--- src/pkg/board_io_pkg.sv ---
// Package: port offsets, bit positions, masks and reset values of the board I/O ports
`default_nettype none

package board_io_pkg;

  localparam logic [7:0] FLOPPY_CTL_OFFSET = 8'h08;
  localparam logic [7:0] SYS_PORT_OFFSET   = 8'h09;
  localparam logic [7:0] CTR_BASE_OFFSET   = 8'h0c;
  localparam logic [7:0] PRN_STATUS_OFFSET = 8'h10;
  localparam logic [7:0] PRN_DATA_OFFSET   = 8'h11;
  localparam int         CTR_CHANNELS      = 4;
  localparam int         CTR_INDEX_CHAN    = 3;

  localparam int FLP_SIDE_BIT  = 7;
  localparam int FLP_IRQ_BIT   = 6;
  localparam int FLP_DRVD_BIT  = 5;
  localparam int FLP_DRVA_BIT  = 2;
  localparam int FLP_HEAD_BIT  = 1;
  localparam int FLP_DENS_BIT  = 0;

  localparam int SYS_DRVTYPE_BIT = 7;
  localparam int SYS_BOARD_BIT   = 6;
  localparam int SYS_BANK_HI_BIT = 4;
  localparam int SYS_BANK_LO_BIT = 3;
  localparam int SYS_DSKCHG_BIT  = 2;
  localparam int SYS_CTLRST_BIT  = 1;
  localparam int SYS_COPROC_BIT  = 0;

  localparam int PRN_UNNAMED_BIT = 7;
  localparam int PRN_SELECT_BIT  = 6;
  localparam int PRN_BUSY_BIT    = 5;
  localparam int PRN_PAPER_BIT   = 4;
  localparam int PRN_FAULT_BIT   = 3;
  localparam int PRN_PRIME_BIT   = 1;
  localparam int PRN_STROBE_BIT  = 0;

  localparam logic [7:0] FLP_OUT_MASK = 8'hbd;
  localparam logic [7:0] SYS_OUT_MASK = 8'h1a;
  localparam logic [7:0] PRN_OUT_MASK = 8'h03;
  localparam logic [7:0] DATA_OUT_MASK = 8'hff;

  localparam logic [7:0] FLP_RESET_VALUE = 8'h00;
  localparam logic [7:0] SYS_RESET_VALUE = 8'h02;
  localparam logic [7:0] PRN_RESET_VALUE = 8'h00;
  localparam logic [7:0] DATA_RESET_VALUE = 8'h00;
  localparam logic [7:0] CTR_RESET_VALUE = 8'h00;

endpackage : board_io_pkg

`default_nettype wire

--- src/logic/board_io_port_bits.sv ---
// Board I/O ports: floppy control, system straps and bank, counters, printer
`timescale 1ns/100ps
`default_nettype none

module board_io_port_bits #(
  parameter int CTR_WIDTH = 8
) (
  input  wire logic       clk,
  input  wire logic       reset,
  // Host I/O port access
  input  wire logic [7:0] ioAddr,
  input  wire logic       ioWrStb,
  input  wire logic       ioRdStb,
  input  wire logic [7:0] ioWrData,
  output logic      [7:0] ioRdData,
  output logic            ioRdValid,
  // Floppy control port
  output logic            sideSelect,
  input  wire logic       fdcIrq,
  output logic      [3:0] driveSelect,
  input  wire logic       headLoaded,
  output logic            densitySelectN,
  // System port
  input  wire logic       driveTypeStrap,
  input  wire logic       boardTypeStrap,
  output logic            bankSelHi,
  output logic            bankSelLo,
  input  wire logic       diskChangeN,
  output logic            controllerResetN,
  input  wire logic       coprocPinIn,
  output logic            coprocPinOut,
  output logic            coprocPinOe,
  // Counter channels
  input  wire logic       clk2MHz,
  input  wire logic       indexPulse,
  output logic            baudClkA,
  output logic            baudClkB,
  // Printer
  input  wire logic       printerUnnamed,
  input  wire logic       printerSelect,
  input  wire logic       printerBusy,
  input  wire logic       printerOutOfPaper,
  input  wire logic       printerFault,
  output logic            printerInputPrime,
  output logic            printerStrobe,
  output logic      [7:0] printerData
);

  function automatic logic portHit(input logic [7:0] addr, input logic [7:0] offset);
    portHit = (addr == offset);
  endfunction : portHit

  logic       wrFloppy;
  logic       wrSys;
  logic       wrPrnStatus;
  logic       wrPrnData;
  logic [7:0] floppyLatch;
  logic [7:0] sysLatch;
  logic [7:0] prnStatusLatch;
  logic [7:0] prnDataLatch;
  logic [7:0] floppyRead;
  logic [7:0] sysRead;
  logic [7:0] prnStatusRead;
  logic [7:0] prnDataRead;
  logic [7:0] floppyPins;
  logic [7:0] sysPins;
  logic [7:0] prnStatusPins;
  logic [7:0] sysOutMask;

  localparam int CTR_CHANNELS_W = board_io_pkg::CTR_CHANNELS;
  logic [CTR_CHANNELS_W-1:0] ctrUnused;
  logic [CTR_WIDTH-1:0] ctrCount [CTR_CHANNELS_W];
  logic                 ctrOut   [CTR_CHANNELS_W];
  logic                 ctrLoad  [CTR_CHANNELS_W];

  logic [7:0] rdData_q;
  logic [7:0] rdData_d;
  logic       rdValid_q;
  logic       rdValid_d;
  logic       boardLater_q;
  logic       boardLater_d;

  assign wrFloppy    = ioWrStb & portHit(ioAddr, board_io_pkg::FLOPPY_CTL_OFFSET);
  assign wrSys       = ioWrStb & portHit(ioAddr, board_io_pkg::SYS_PORT_OFFSET);
  assign wrPrnStatus = ioWrStb & portHit(ioAddr, board_io_pkg::PRN_STATUS_OFFSET);
  assign wrPrnData   = ioWrStb & portHit(ioAddr, board_io_pkg::PRN_DATA_OFFSET);

  // Input bit positions of the floppy port
  always_comb
  begin
    floppyPins                             = 8'h00;
    floppyPins[board_io_pkg::FLP_IRQ_BIT]  = fdcIrq;
    floppyPins[board_io_pkg::FLP_HEAD_BIT] = headLoaded;
  end

  // Input bit positions of the system port
  always_comb
  begin
    sysPins                                = 8'h00;
    sysPins[board_io_pkg::SYS_DRVTYPE_BIT] = driveTypeStrap;
    sysPins[board_io_pkg::SYS_BOARD_BIT]   = boardTypeStrap;
    sysPins[board_io_pkg::SYS_DSKCHG_BIT]  = diskChangeN;
    sysPins[board_io_pkg::SYS_COPROC_BIT]  = coprocPinIn;
  end

  // Bit 0 is an output only on the earlier board
  always_comb
  begin
    sysOutMask                               = board_io_pkg::SYS_OUT_MASK;
    sysOutMask[board_io_pkg::SYS_COPROC_BIT] = ~boardLater_q;
  end

  always_comb
  begin
    prnStatusPins                                = 8'h00;
    prnStatusPins[board_io_pkg::PRN_UNNAMED_BIT] = printerUnnamed;
    prnStatusPins[board_io_pkg::PRN_SELECT_BIT]  = printerSelect;
    prnStatusPins[board_io_pkg::PRN_BUSY_BIT]    = printerBusy;
    prnStatusPins[board_io_pkg::PRN_PAPER_BIT]   = printerOutOfPaper;
    prnStatusPins[board_io_pkg::PRN_FAULT_BIT]   = printerFault;
  end

  io_port_reg #(
    .RESET_VALUE (board_io_pkg::FLP_RESET_VALUE)
  ) floppyPort (
    .clk     (clk),
    .reset   (reset),
    .wrEn    (wrFloppy),
    .wrData  (ioWrData),
    .outMask (board_io_pkg::FLP_OUT_MASK),
    .pinIn   (floppyPins),
    .latched (floppyLatch),
    .rdValue (floppyRead)
  );

  io_port_reg #(
    .RESET_VALUE (board_io_pkg::SYS_RESET_VALUE)
  ) sysPort (
    .clk     (clk),
    .reset   (reset),
    .wrEn    (wrSys),
    .wrData  (ioWrData),
    .outMask (sysOutMask),
    .pinIn   (sysPins),
    .latched (sysLatch),
    .rdValue (sysRead)
  );

  io_port_reg #(
    .RESET_VALUE (board_io_pkg::PRN_RESET_VALUE)
  ) prnStatusPort (
    .clk     (clk),
    .reset   (reset),
    .wrEn    (wrPrnStatus),
    .wrData  (ioWrData),
    .outMask (board_io_pkg::PRN_OUT_MASK),
    .pinIn   (prnStatusPins),
    .latched (prnStatusLatch),
    .rdValue (prnStatusRead)
  );

  io_port_reg #(
    .RESET_VALUE (board_io_pkg::DATA_RESET_VALUE)
  ) prnDataPort (
    .clk     (clk),
    .reset   (reset),
    .wrEn    (wrPrnData),
    .wrData  (ioWrData),
    .outMask (board_io_pkg::DATA_OUT_MASK),
    .pinIn   (8'h00),
    .latched (prnDataLatch),
    .rdValue (prnDataRead)
  );

  // Channels 0 to 2 divide the 2 MHz input, channel 3 counts index pulses
  genvar ch;
  generate
    for (ch = 0; ch < CTR_CHANNELS_W; ch++)
    begin : gCtr
      assign ctrLoad[ch] = ioWrStb & portHit(ioAddr, board_io_pkg::CTR_BASE_OFFSET + 8'(ch));
      counter_chan #(
        .WIDTH (CTR_WIDTH)
      ) chan (
        .clk       (clk),
        .reset     (reset),
        .trigIn    ((ch == board_io_pkg::CTR_INDEX_CHAN) ? indexPulse : clk2MHz),
        .loadEn    (ctrLoad[ch]),
        .loadValue (ioWrData[CTR_WIDTH-1:0]),
        .count     (ctrCount[ch]),
        .outLevel  (ctrOut[ch])
      );
      assign ctrUnused[ch] = ctrOut[ch];
    end
  endgenerate

  // Read strobe returns one cycle later from a register
  always_comb
  begin
    rdData_d  = rdData_q;
    rdValid_d = ioRdStb;
    if (ioRdStb)
    begin
      rdData_d = 8'h00;
      if (portHit(ioAddr, board_io_pkg::FLOPPY_CTL_OFFSET))
      begin
        rdData_d = floppyRead;
      end
      else if (portHit(ioAddr, board_io_pkg::SYS_PORT_OFFSET))
      begin
        rdData_d = sysRead;
      end
      else if (portHit(ioAddr, board_io_pkg::PRN_STATUS_OFFSET))
      begin
        rdData_d = prnStatusRead;
      end
      else if (portHit(ioAddr, board_io_pkg::PRN_DATA_OFFSET))
      begin
        rdData_d = prnDataRead;
      end
      else
      begin
        for (int i = 0; i < CTR_CHANNELS_W; i++)
        begin
          if (portHit(ioAddr, board_io_pkg::CTR_BASE_OFFSET + 8'(i)))
          begin
            rdData_d = 8'(ctrCount[i]);
          end
        end
      end
    end
  end

  // Strap sampled every cycle; a live strap change just redirects bit 0
  always_comb
  begin
    boardLater_d = boardTypeStrap;
  end

  always_ff @(posedge clk)
  begin
    if (reset)
    begin
      rdData_q     <= 8'h00;
      rdValid_q    <= 1'b0;
      boardLater_q <= 1'b0;
    end
    else
    begin
      rdData_q     <= rdData_d;
      rdValid_q    <= rdValid_d;
      boardLater_q <= boardLater_d;
    end
  end

  assign ioRdData  = rdData_q;
  assign ioRdValid = rdValid_q;

  assign sideSelect     = floppyLatch[board_io_pkg::FLP_SIDE_BIT];
  // Bit 2 is drive A, up to bit 5 for drive D
  assign driveSelect    = floppyLatch[board_io_pkg::FLP_DRVD_BIT:board_io_pkg::FLP_DRVA_BIT];
  assign densitySelectN = floppyLatch[board_io_pkg::FLP_DENS_BIT];

  assign bankSelHi        = sysLatch[board_io_pkg::SYS_BANK_HI_BIT];
  assign bankSelLo        = sysLatch[board_io_pkg::SYS_BANK_LO_BIT];
  // Pulse width of the controller reset is timed by software
  assign controllerResetN = sysLatch[board_io_pkg::SYS_CTLRST_BIT];
  assign coprocPinOut     = sysLatch[board_io_pkg::SYS_COPROC_BIT];
  assign coprocPinOe      = ~boardLater_q;

  assign baudClkA = ctrOut[0];
  assign baudClkB = ctrOut[2];

  assign printerInputPrime = prnStatusLatch[board_io_pkg::PRN_PRIME_BIT];
  assign printerStrobe     = prnStatusLatch[board_io_pkg::PRN_STROBE_BIT];
  assign printerData       = prnDataLatch;

endmodule : board_io_port_bits

`default_nettype wire

--- src/logic/io_port_reg.sv ---
// One parallel port byte: output latch plus live pin readback
`timescale 1ns/100ps
`default_nettype none

module io_port_reg #(
  parameter logic [7:0] RESET_VALUE = 8'h00
) (
  input  wire logic       clk,
  input  wire logic       reset,
  input  wire logic       wrEn,
  input  wire logic [7:0] wrData,
  input  wire logic [7:0] outMask,
  input  wire logic [7:0] pinIn,
  output logic      [7:0] latched,
  output logic      [7:0] rdValue
);

  logic [7:0] latched_q;
  logic [7:0] latched_d;

  always_comb
  begin
    latched_d = latched_q;
    if (wrEn)
    begin
      latched_d = wrData;
    end
  end

  always_ff @(posedge clk)
  begin
    if (reset)
    begin
      latched_q <= RESET_VALUE;
    end
    else
    begin
      latched_q <= latched_d;
    end
  end

  assign latched = latched_q;
  // Output bits echo the latch, input bits the pins at read time
  assign rdValue = (latched_q & outMask) | (pinIn & ~outMask);

endmodule : io_port_reg

`default_nettype wire

--- src/logic/counter_chan.sv ---
// Down counter channel: counts rising edges of its trigger, toggles output on terminal count
`timescale 1ns/100ps
`default_nettype none

module counter_chan #(
  parameter int WIDTH = 8
) (
  input  wire logic             clk,
  input  wire logic             reset,
  input  wire logic             trigIn,
  input  wire logic             loadEn,
  input  wire logic [WIDTH-1:0] loadValue,
  output logic      [WIDTH-1:0] count,
  output logic                  outLevel
);

  logic             trigPrev_q;
  logic [WIDTH-1:0] count_q;
  logic [WIDTH-1:0] count_d;
  logic [WIDTH-1:0] constant_q;
  logic [WIDTH-1:0] constant_d;
  logic             out_q;
  logic             out_d;
  logic             trigEdge;

  assign trigEdge = trigIn & ~trigPrev_q;

  always_comb
  begin
    count_d    = count_q;
    constant_d = constant_q;
    out_d      = out_q;
    if (loadEn)
    begin
      constant_d = loadValue;
      count_d    = loadValue;
    end
    else if (trigEdge)
    begin
      // Constant of zero wraps and so divides by the full range
      if (count_q == WIDTH'(1))
      begin
        count_d = constant_q;
        out_d   = ~out_q;
      end
      else
      begin
        count_d = count_q - WIDTH'(1);
      end
    end
  end

  always_ff @(posedge clk)
  begin
    if (reset)
    begin
      trigPrev_q <= 1'b0;
      count_q    <= '0;
      constant_q <= '0;
      out_q      <= 1'b0;
    end
    else
    begin
      trigPrev_q <= trigIn;
      count_q    <= count_d;
      constant_q <= constant_d;
      out_q      <= out_d;
    end
  end

  assign count    = count_q;
  assign outLevel = out_q;

endmodule : counter_chan

`default_nettype wire

--- config.mk ---
export PLATFORM = sky130hd
export DESIGN_NAME = board_io_port_bits
export DESIGN_NICKNAME = d
export VERILOG_FILES = /design/src/pkg/board_io_pkg.sv /design/src/logic/board_io_port_bits.sv /design/src/logic/io_port_reg.sv /design/src/logic/counter_chan.sv
export SDC_FILE = /design/constraint.sdc
export NUM_CORES = 1
export LEC_CHECK = 0
export ABC_AREA = 0
export BUFFER_PORTS_ARGS = -buffer_cell sky130_fd_sc_hd__buf_2
export CORE_MARGIN = 2
export CORE_UTILIZATION = 63
export CTS_CLUSTER_SIZE = 40
export DETAILED_ROUTE_END_ITERATION = 7
export HOLD_SLACK_MARGIN = 0.12
export PLACE_DENSITY = 0.85
export SYNTH_ARGS = -nofsm -noshare
export SYNTH_HDL_FRONTEND = slang
export SYNTH_SLANG_ARGS = --single-unit
--- constraint.sdc ---
create_clock -name clk -period 4.27 [get_ports clk]
set_input_delay 0.427 -clock clk [delete_from_list [all_inputs] [get_ports clk]]
set_output_delay 0.427 -clock clk [all_outputs]
set_load 0.02 [all_outputs]
## After elaboration in Yosys (flattened, before gate mapping)

Index checks and enable logic that the tools add are counted.

- Memory bits (writable): 0
- Flip-flop bits (word level): 104
- Output and inout port bits: 32
- Latch bits: 0
- Input port bits: 33
- Memories: 0
- Word-level logic and storage cells: 84
- Bits in read-only memories: 0

- Multiply operators: 0
- Multiplexer cells: 20
- Shift operators: 0
- Bitwise gates (word level): 23
- Order comparisons: 0
- Reduce and logical (&&, ||, !) cells: 6
- Eq/ne operators: 12
- Divide/modulo/power cells: 0
- Add/subtract/negate cells: 4

Operators with widths:

| cell | number |
|---|---|
| $mux W8 | 20 |
| $eq A8 B4 Y1 const B | 6 |
| $eq A8 B1 Y1 const B | 4 |
| $sub A8 B1 Y8 const B | 4 |
| $eq A8 B5 Y1 const B | 2 |
| $and A1 B1 Y1 | 10 |
| $and A8 B5 Y8 | 1 |
| $and A8 B8 Y8 | 1 |
| $not A5 Y8 | 1 |
| $or A2 B8 Y8 | 1 |
| $or A8 B7 Y8 | 1 |
| $or A8 B8 Y8 | 1 |
| $reduce_bool A2 Y1 | 4 |
| $not A1 Y1 | 7 |
| $reduce_and A3 Y1 | 2 |

## Depth between registers and ports, before layout

Gate-level depths: netlist of run 1.

- Depth in word-level cells: 9
- Depth in mapped cells: 8

## Hierarchy

Synthesis of run 1 repeated with hierarchy kept, for this count alone.

- Cell total of the unflattened synthesis: 735
- Area total of the unflattened synthesis: 6661.4 sq um

Modules (own cells, without submodules):

| module | seq. area each (sq um) | cells each | area each (sq um) | times used |
|---|---|---|---|---|
| counter_chan | 360.3 | 112 | 975.9 | 4 |
| board_io_port_bits | 200.2 | 151 | 1251.2 | 1 |
| io_port_reg at floppyPort ... | 160.2 | 34 | 375.4 | 3 |
| io_port_reg at sysPort | 160.2 | 34 | 380.4 | 1 |

## Least setup slack after synthesis of run 1

OpenSTA, ideal clock, no wires.

- Path kind: register to register
- From: register gCtr[3].chan.count_q[0]
- To: register gCtr[3].chan.count_q[2]
- Stages on the path, launching flop included: 8
- Required time: 4138 ps
- Setup time: 132 ps
- Clock period less this slack: 2185 ps
- Arrival time: 2053 ps
- Path slack: 2085 ps
- Cells stage by stage: dfxtp_1 > ha_1 > or4b_1 > buf_2 > nor4_4 > mux2_2 > a211oi_1 > nor3_1

- Cells in the longest elaborated chain, start to end: 4

RTL lines:

| element | line | source |
|---|---|---|
| from (decl) | counter_chan.sv:18 | `logic [WIDTH-1:0] count_q;` |
| from (signal assigned) | counter_chan.sv:65 | `count_q <= count_d;` |
| $sub A8 B1 Y8 or $eq A8 B1 Y1 (tied branches) | counter_chan.sv:48, counter_chan.sv:41 |  |
| $mux W8 * | counter_chan.sv:41 | `if (count_q == WIDTH'(1))` |
| $mux W8 * | counter_chan.sv:38 | `else if (trigEdge)` |
| $mux W8 * | counter_chan.sv:33 | `if (loadEn)` |

Every way passes the cells marked *; elsewhere a longest branch is shown, timed or not. The select of a mux whose other input is x is not followed.
A chain may end at the register's enable or synchronous reset.

## Final worst setup path of run 1

Same ends and word-level chain as after synthesis.

==> summary.md, run 1 <==
| Metric | Value |
|---|---|
| Status | complete, no violations |
| Synth Area in Compound Gates | 20.0% |
| Reported max-cap violation count | 0 |
| Final Hold Fails | 0 |
| Drt pass-1 iters | 5 |
| Initial antenna violation count | 0 |
| Crit path cell chain | ha_1 > or4b_1 > nor4_4 > mux2_2 > a211oi_1 > nor3_1 |
| Power Total | 2.09 mW |
| Die H | 94.7 um |
| Hold Startpoint | boardTypeStrap |
| Hold path endpoint | boardLater_q$_SDFF_PP0_ |
| Clk sink count | 98 |
| Setup slack, reg-to-reg | 1.74 ns |
| Multi-input logic area | 2990 um2 |
| Final Core Density | 70.6% |
| Fmax | 396 MHz |
| Area delta synth->final | 10.3% |
| Maximum vdd ir drop | 198 uV |
| Endpoints failing setup | 0 |
| Post-synth top flop | dfxtp_1 |
| Average wire per standard cell | 18.5 um |
| Layout cells sized above 1 | 15.7% |
| Hold WC Path Type | input port to flip-flop |
| Hold Crit Depth | 2 |
| FF-to-FF End | gCtr[3].chan.count[2]$_SDFFE_PP0P_ |
| # DRC | 0 |
| Combinational share of power | 20.1% |
| Ant. Diodes | 0 |
| Dpl hpwl | 10.0 mm |
| Crit-path slowest cell | or4b_1 |
| Starting Density | 64.0% |
| Ys Warns | 0 |
| Clk root buf | clkbuf_8 |
| # Post-CTS Setup Buffers | 0 |
| R2R depth | 6 |
| Gr usage total | 32.8% |
| Adder-cell share of the synthesized area | 1.93% |
| Leading area contributor after synthesis | dfxtp_1 |
| Crit Path Class | flip-flop to flip-flop |
| Via count | 5,112 |
| Worst-Skew Late Latency | 0.38 ns |
| H-tree levels | 3 |
| Max clock buf depth | 2 |
| PD cells | 366 nW/um2 |
| GP Congestion | 0.927 |
| Drt via density | 6.50 |
| Syn nets | 680 |
| Max Slew Vio Count | 0 |
| CTS tree | built |
| Area occupied by registers | 1960 um2 |
| Sequential fraction of the synthesis area | 37.9% |
| Post-synthesis instance total | 639 |
| CP Launch Type | flip-flop |
| Crit end category | flip-flop |
| DIE AREA | 8960 um2 |
| RR Startpoint | gCtr[3].chan.count[0]$_SDFFE_PP0P_ |
| Clk pwr share | 30.6% |
| Sw Ratio | 31.2% |
| Crit-path max FO | 8 |
| Setup slack after placement | 1.64 ns |
| Distinct cells, synth | 70 |
| Yosys reg bits | 98 |
| Die width | 94.7 um |
| Post-layout instance area | 5710 um2 |
| Async S/R FF share, synth | 0% |
| Largest family of logic cells by synthesized area | simple AND/OR/NAND/NOR gates |
| Setup TNS | 0 ns |
| P_sw | 654 uW |
| Worst endpoint data arrival time | 2.79 ns |
| Clock period minus worst slack | 2.53 ns |
| Skew final | 0.0127 ns |
| DRT iter0 DRCs | 356 |
| Largest net degree at the start of global routing | 43 |
| TritonCTS buffer count | 9 |
| Post-synth EDFFs | 0 |
| Worst path required time | 4.53 ns |
| Leakage | 2.21 nW |
| Placed instance area | 5500 um2 |
| Final wirelength | 14.5 mm |
| Filler cells | 662 |
| Top Ports | 65 |
| Register share of total power | 49.4% |
| GRT Residual Overflow | 0 |
| PortBufs | 64 |
| Avg Inst Size Synth | 8.11 um2 |
| First-pass GRT wire length | 22.7 mm |
| Worst setup margin | 1.74 ns |
| Vias in the first global route | 4,544 |
| Period utilization | 59.2% |
| CTS resizes | 0 |
| RSZ-0062 raised after global routing | false |
| Synth Area in Simple Gates | 25.0% |
| Largest stage delay, worst path | 0.62 ns |
| Yosys top cell area share | 37.9% |
| Core ar. | 8090 um2 |
| Slew headroom | 36.8% |
| Xor-xnor portion of the synthesized cell area | 0.507% |
| Mux cell area share after synthesis | 10.3% |
| Cell area after synthesis | 5180 um2 |
| Routed Antenna Nets | 0 |
| Hold buffer count at cts | 0 |
| Pint | 1.44 mW |
| Worst-margin pin slew | 0.946 ns |
| Fin nets | 718 |
| Cell Rows | 33 |
| Synth area leaders | dfxtp_1, nand2_1, a21oi_1, mux2i_1, nor2_1 |
| Reg clk slew, reported paths | 0.10 ns |
power groups by stage:
stage,combinational [mW],sequential [mW],clock (mW)
detailed placement,0.408,1.05,0
global placement,0.392,1.05,0
finish,0.421,1.03,0.640
CTS,0.413,1.03,0.643
floorplan,0.318,1.03,0
global route,0.462,1.04,0.676
layer usage:
metal	vias up	global-route usage, %	part of all wire, %
met5	-	0	0
met4	0	15.1	3.1
met3	43	3.91	8.2
met2	267	52.2	47
met1	2423	44.5	42
li1	2379	-	-
kinds of logic (layout without fill, tap and decap cells):
group / Yosys count / after routing
AND/OR/NAND/NOR: 262 / 262
AO/OA/AOI/OAI: 165 / 165
flip-flops: 98 / 98
buffers and inverters: 59 / 102
multiplexers: 44 / 44
adder cells (fa/ha/maj): 8 / 8
XOR/XNOR: 3 / 3
critical path, delay by kind of cell, from the launching register on:
family | cells | cell delay [ns]
compound gates | 1 | 0.24
fa+ha+maj | 1 | 0.27
flops | 1 | 0.51
mux | 1 | 0.38
simple gates | 3 | 1.01
flip-flops by register name, summed over array words and instances (netlist names), 4 cells and up:
register	flops
gCtr.chan.count	32
prnDataPort.latched	8
floppyPort.latched	6
ioRdData	8
gCtr.chan.constant_q	32
sysPort.latched	4
cell usage after synthesis, types with 3 or more instances:
| cell | number |
|---|---|
| o21ai_0 | 21 |
| nor3b_1 | 5 |
| ha_1 | 8 |
| o31ai_1 | 4 |
| dfxtp_1 | 98 |
| buf_2 | 6 |
| and3_1 | 3 |
| nand3_1 | 16 |
| o221ai_1 | 5 |
| a311oi_1 | 4 |
| a211oi_1 | 8 |
| a21oi_1 | 78 |
| nor2_1 | 55 |
| mux2_2 | 4 |
| o211ai_1 | 5 |
| a211o_1 | 4 |
| a221oi_1 | 5 |
| o41ai_1 | 3 |
| a31oi_1 | 4 |
| nand3b_1 | 4 |
| nand2_1 | 105 |
| nor3_1 | 23 |
| and2_1 | 4 |
| mux2i_1 | 32 |
| nor2b_1 | 11 |
| nor4b_1 | 3 |
| inv_1 | 17 |
| nand2b_1 | 9 |
| mux4_2 | 5 |
| clkbuf_1 | 34 |
| or4b_1 | 4 |
| nor4_1 | 3 |
layout by cell type (no fill, tap or decap), drive strengths merged, types with 6 or more instances in the layout:
cell / instances
buf: 69
inv: 20
dfxtp: 98
nor2: 55
nor2b: 11
nand2: 105
nor3: 25
nand2b: 9
o21ai: 21
mux2: 6
a211oi: 8
a21oi: 78
mux2i: 32
clkbuf: 10
nand3: 16
ha: 8
mux4: 6
layout make-up:
| class | instances | area share (%) |
|---|---|---|
| clock buffers | 10 | 2.41 |
| well taps | 105 | 2.30 |
| inverters | 17 | 1.12 |
| repair buffers | 69 | 6.26 |
| flip-flops and latches | 98 | 34.3 |
| multi-input cells | 482 | 52.3 |
| clock inverters | 6 | 1.27 |
how the worst max path moves through the flow:
stage               slack (ns)                                  to                                from  cells after the start
finish                    1.74  gCtr[3].chan.count[2]$_SDFFE_PP0P_  gCtr[3].chan.count[0]$_SDFFE_PP0P_                      6
global route              1.58  gCtr[3].chan.count[2]$_SDFFE_PP0P_  gCtr[3].chan.count[0]$_SDFFE_PP0P_                      6
CTS                       1.76  gCtr[3].chan.count[2]$_SDFFE_PP0P_  gCtr[3].chan.count[0]$_SDFFE_PP0P_                      6
detailed placement        1.64  gCtr[0].chan.outLevel$_SDFFE_PP0P_                           ioAddr[0]                      6
global placement          1.72  gCtr[0].chan.outLevel$_SDFFE_PP0P_                           ioAddr[0]                      6
floorplan                 2.09  gCtr[3].chan.count[2]$_SDFFE_PP0P_  gCtr[3].chan.count[0]$_SDFFE_PP0P_                      7
per-stage QoR:
step                      hold WS [ns]  cells
after floorplan                  0.433    639
after global placement           0.439    771
after detailed placement         0.446    771
after CTS                        0.293    787
after global routing             0.309    787
final                            0.288    787
Note: power is estimated with default switching activity, not from simulation.
==> run 2, diff against run 1 <==
- CORE_UTILIZATION: 63 -> 58
- PLACE_DENSITY: 0.85 -> 0.79
- clock period: 4.27 -> 2.4 ns (I/O delays scaled with it)
==> summary.md, run 2 (synthesized netlist as in run 1, its figures left out) <==
| Metric | Value |
|---|---|
| Area delta synth->final | 13.1% |
| Ant. Diodes | 0 |
| Commonest non-fill, non-tap cells in the layout | nand2_1, dfxtp_1, a21oi_1 |
| GP Congestion | 0.932 |
| # DRC | 0 |
| Clock period minus worst slack | 2.30 ns |
| Leakage | 2.30 nW |
| Routed Antenna Nets | 0 |
| Die H | 98.5 um |
| Hold WC Path Type | input port to flip-flop |
| H-tree levels | 3 |
| Crit-path slowest cell | or4b_4 |
| Core ar. | 8680 um2 |
| Crit end category | flip-flop |
| Fin nets | 736 |
| Largest stage delay, worst path | 0.49 ns |
| Status | complete, no violations |
| Via count | 5,091 |
| CP top delay family | simple AND/OR/NAND/NOR gates |
| Crit path cell chain | inv_1 > ha_2 > or4b_4 > nor4_4 > mux2_4 > a211oi_2 > nor3_1 |
| Final wirelength | 14.8 mm |
| Max Slew Vio Count | 0 |
| Buf/Inv on CP | 1 |
| Worst-margin pin slew | 0.638 ns |
| Drt pass-1 iters | 6 |
| Largest net degree at the start of global routing | 56 |
| Crit Path Class | flip-flop to flip-flop |
| Average wire per standard cell | 18.4 um |
| Final Hold Fails | 0 |
| Endpoints failing setup | 0 |
| Reported max-cap violation count | 0 |
| Skew final | 0.0103 ns |
| Gr usage total | 30.5% |
| TritonCTS buffer count | 9 |
| Final Core Density | 67.5% |
| # placed instances | 788 |
| Vias in the first global route | 4,707 |
| DRT iter0 DRCs | 418 |
| Worst path required time | 2.64 ns |
| Clk sink count | 98 |
| Initial antenna violation count | 0 |
| PD cells | 626 nW/um2 |
| Maximum vdd ir drop | 326 uV |
| Commonest non-fill, non-tap cell in the layout | nand2_1 |
| CP Launch Type | flip-flop |
| Worst-Skew Late Latency | 0.37 ns |
| Drt via density | 6.31 |
| Top Ports | 65 |
| Period utilization | 95.8% |
| Die width | 98.5 um |
| Setup TNS | 0 ns |
| Cell Rows | 34 |
| DIE AREA | 9700 um2 |
| Fmax | 435 MHz |
| Clk root buf | clkbuf_8 |
| Slew headroom | 57.4% |
| Worst endpoint data arrival time | 2.53 ns |
| Crit-path max FO | 5 |
| GRT Residual Overflow | 0 |
| CTS tree | built |
| Max clock buf depth | 2 |
| Starting Density | 59.7% |
| PortBufs | 64 |
| First-pass GRT wire length | 23.7 mm |
| Dpl hpwl | 10.3 mm |
| RSZ-0062 raised after global routing | false |
| Reg clk slew, reported paths | 0.09 ns |
| Layout cells sized above 1 | 17.7% |
| Non-Filler Instances | 807 |
[run 2: cell count changes in the layout (fill, tap and decap cells not counted), sizes merged]
cell and change:
dlygate4sd3 +2, clkinv +2, inv -3, buf +16
[run 2: what timing repair did]
| action | CTS | global route |
|---|---|---|
| gates resized for setup | 0 | 4 |
| setup endpoints to repair | 0 | 1 |
| hold buffers | 2 | 0 |
| hold endpoints to repair | 2 | 0 |
| setup buffers | 0 | 2 |
[run 2: per-layer routing]
metal,wire length [um],track usage [%]
met2,6760,47.9
met4,609,14.6
met3,1250,5.82
met1,6200,40.7
met5,0,0
[run 2: cell type report]
class	instances	area (um2)
multi-input cells	482	3000
well taps	108	135
clock inverters	5	56.3
repair buffers	87	510
flip-flops and latches	98	1960
inverters	17	63.8
fillers	731	2820
clock buffers	10	128
[run 2: path summary, 6_finish.rpt]
check                                           from  cells past startpoint                            endpoint  slack [ns]
hold / removal                         printerSelect                      3            ioRdData[6]$_SDFFE_PP0P_        0.13
hold reg to reg             ioRdData[1]$_SDFFE_PP0P_                      2            ioRdData[1]$_SDFFE_PP0P_        0.46
setup reg to reg  gCtr[3].chan.count[1]$_SDFFE_PP0P_                      7  gCtr[3].chan.count[2]$_SDFFE_PP0P_        0.10
setup / recovery  gCtr[3].chan.count[1]$_SDFFE_PP0P_                      7  gCtr[3].chan.count[2]$_SDFFE_PP0P_        0.10
[run 2: per-stage QoR]
step	hold WS [ns]	power [mW]	cell area, um2	worst slack, ns
after global placement	0.441	2.60	5630	0.216
after detailed placement	0.443	2.62	5630	0.154
final	0.134	3.67	5860	0.100
after floorplan	0.368	2.39	5180	0.215
after CTS	0.129	3.65	5830	0.140
after global routing	0.141	3.82	5860	0.00967
[run 2: worst register-to-register path, delay by kind of cell (launching register included)]
kind | cells | cell delay, ns
fa+ha+maj | 1 | 0.21
simple gates | 3 | 0.94
compound gates | 1 | 0.21
mux | 1 | 0.35
buf+inv | 1 | 0.11
flops | 1 | 0.35
[run 2: power by group]
part           switching (mW)  internal (mW)
clock network           0.571          0.475
logic                   0.420          0.366
registers               0.133           1.70
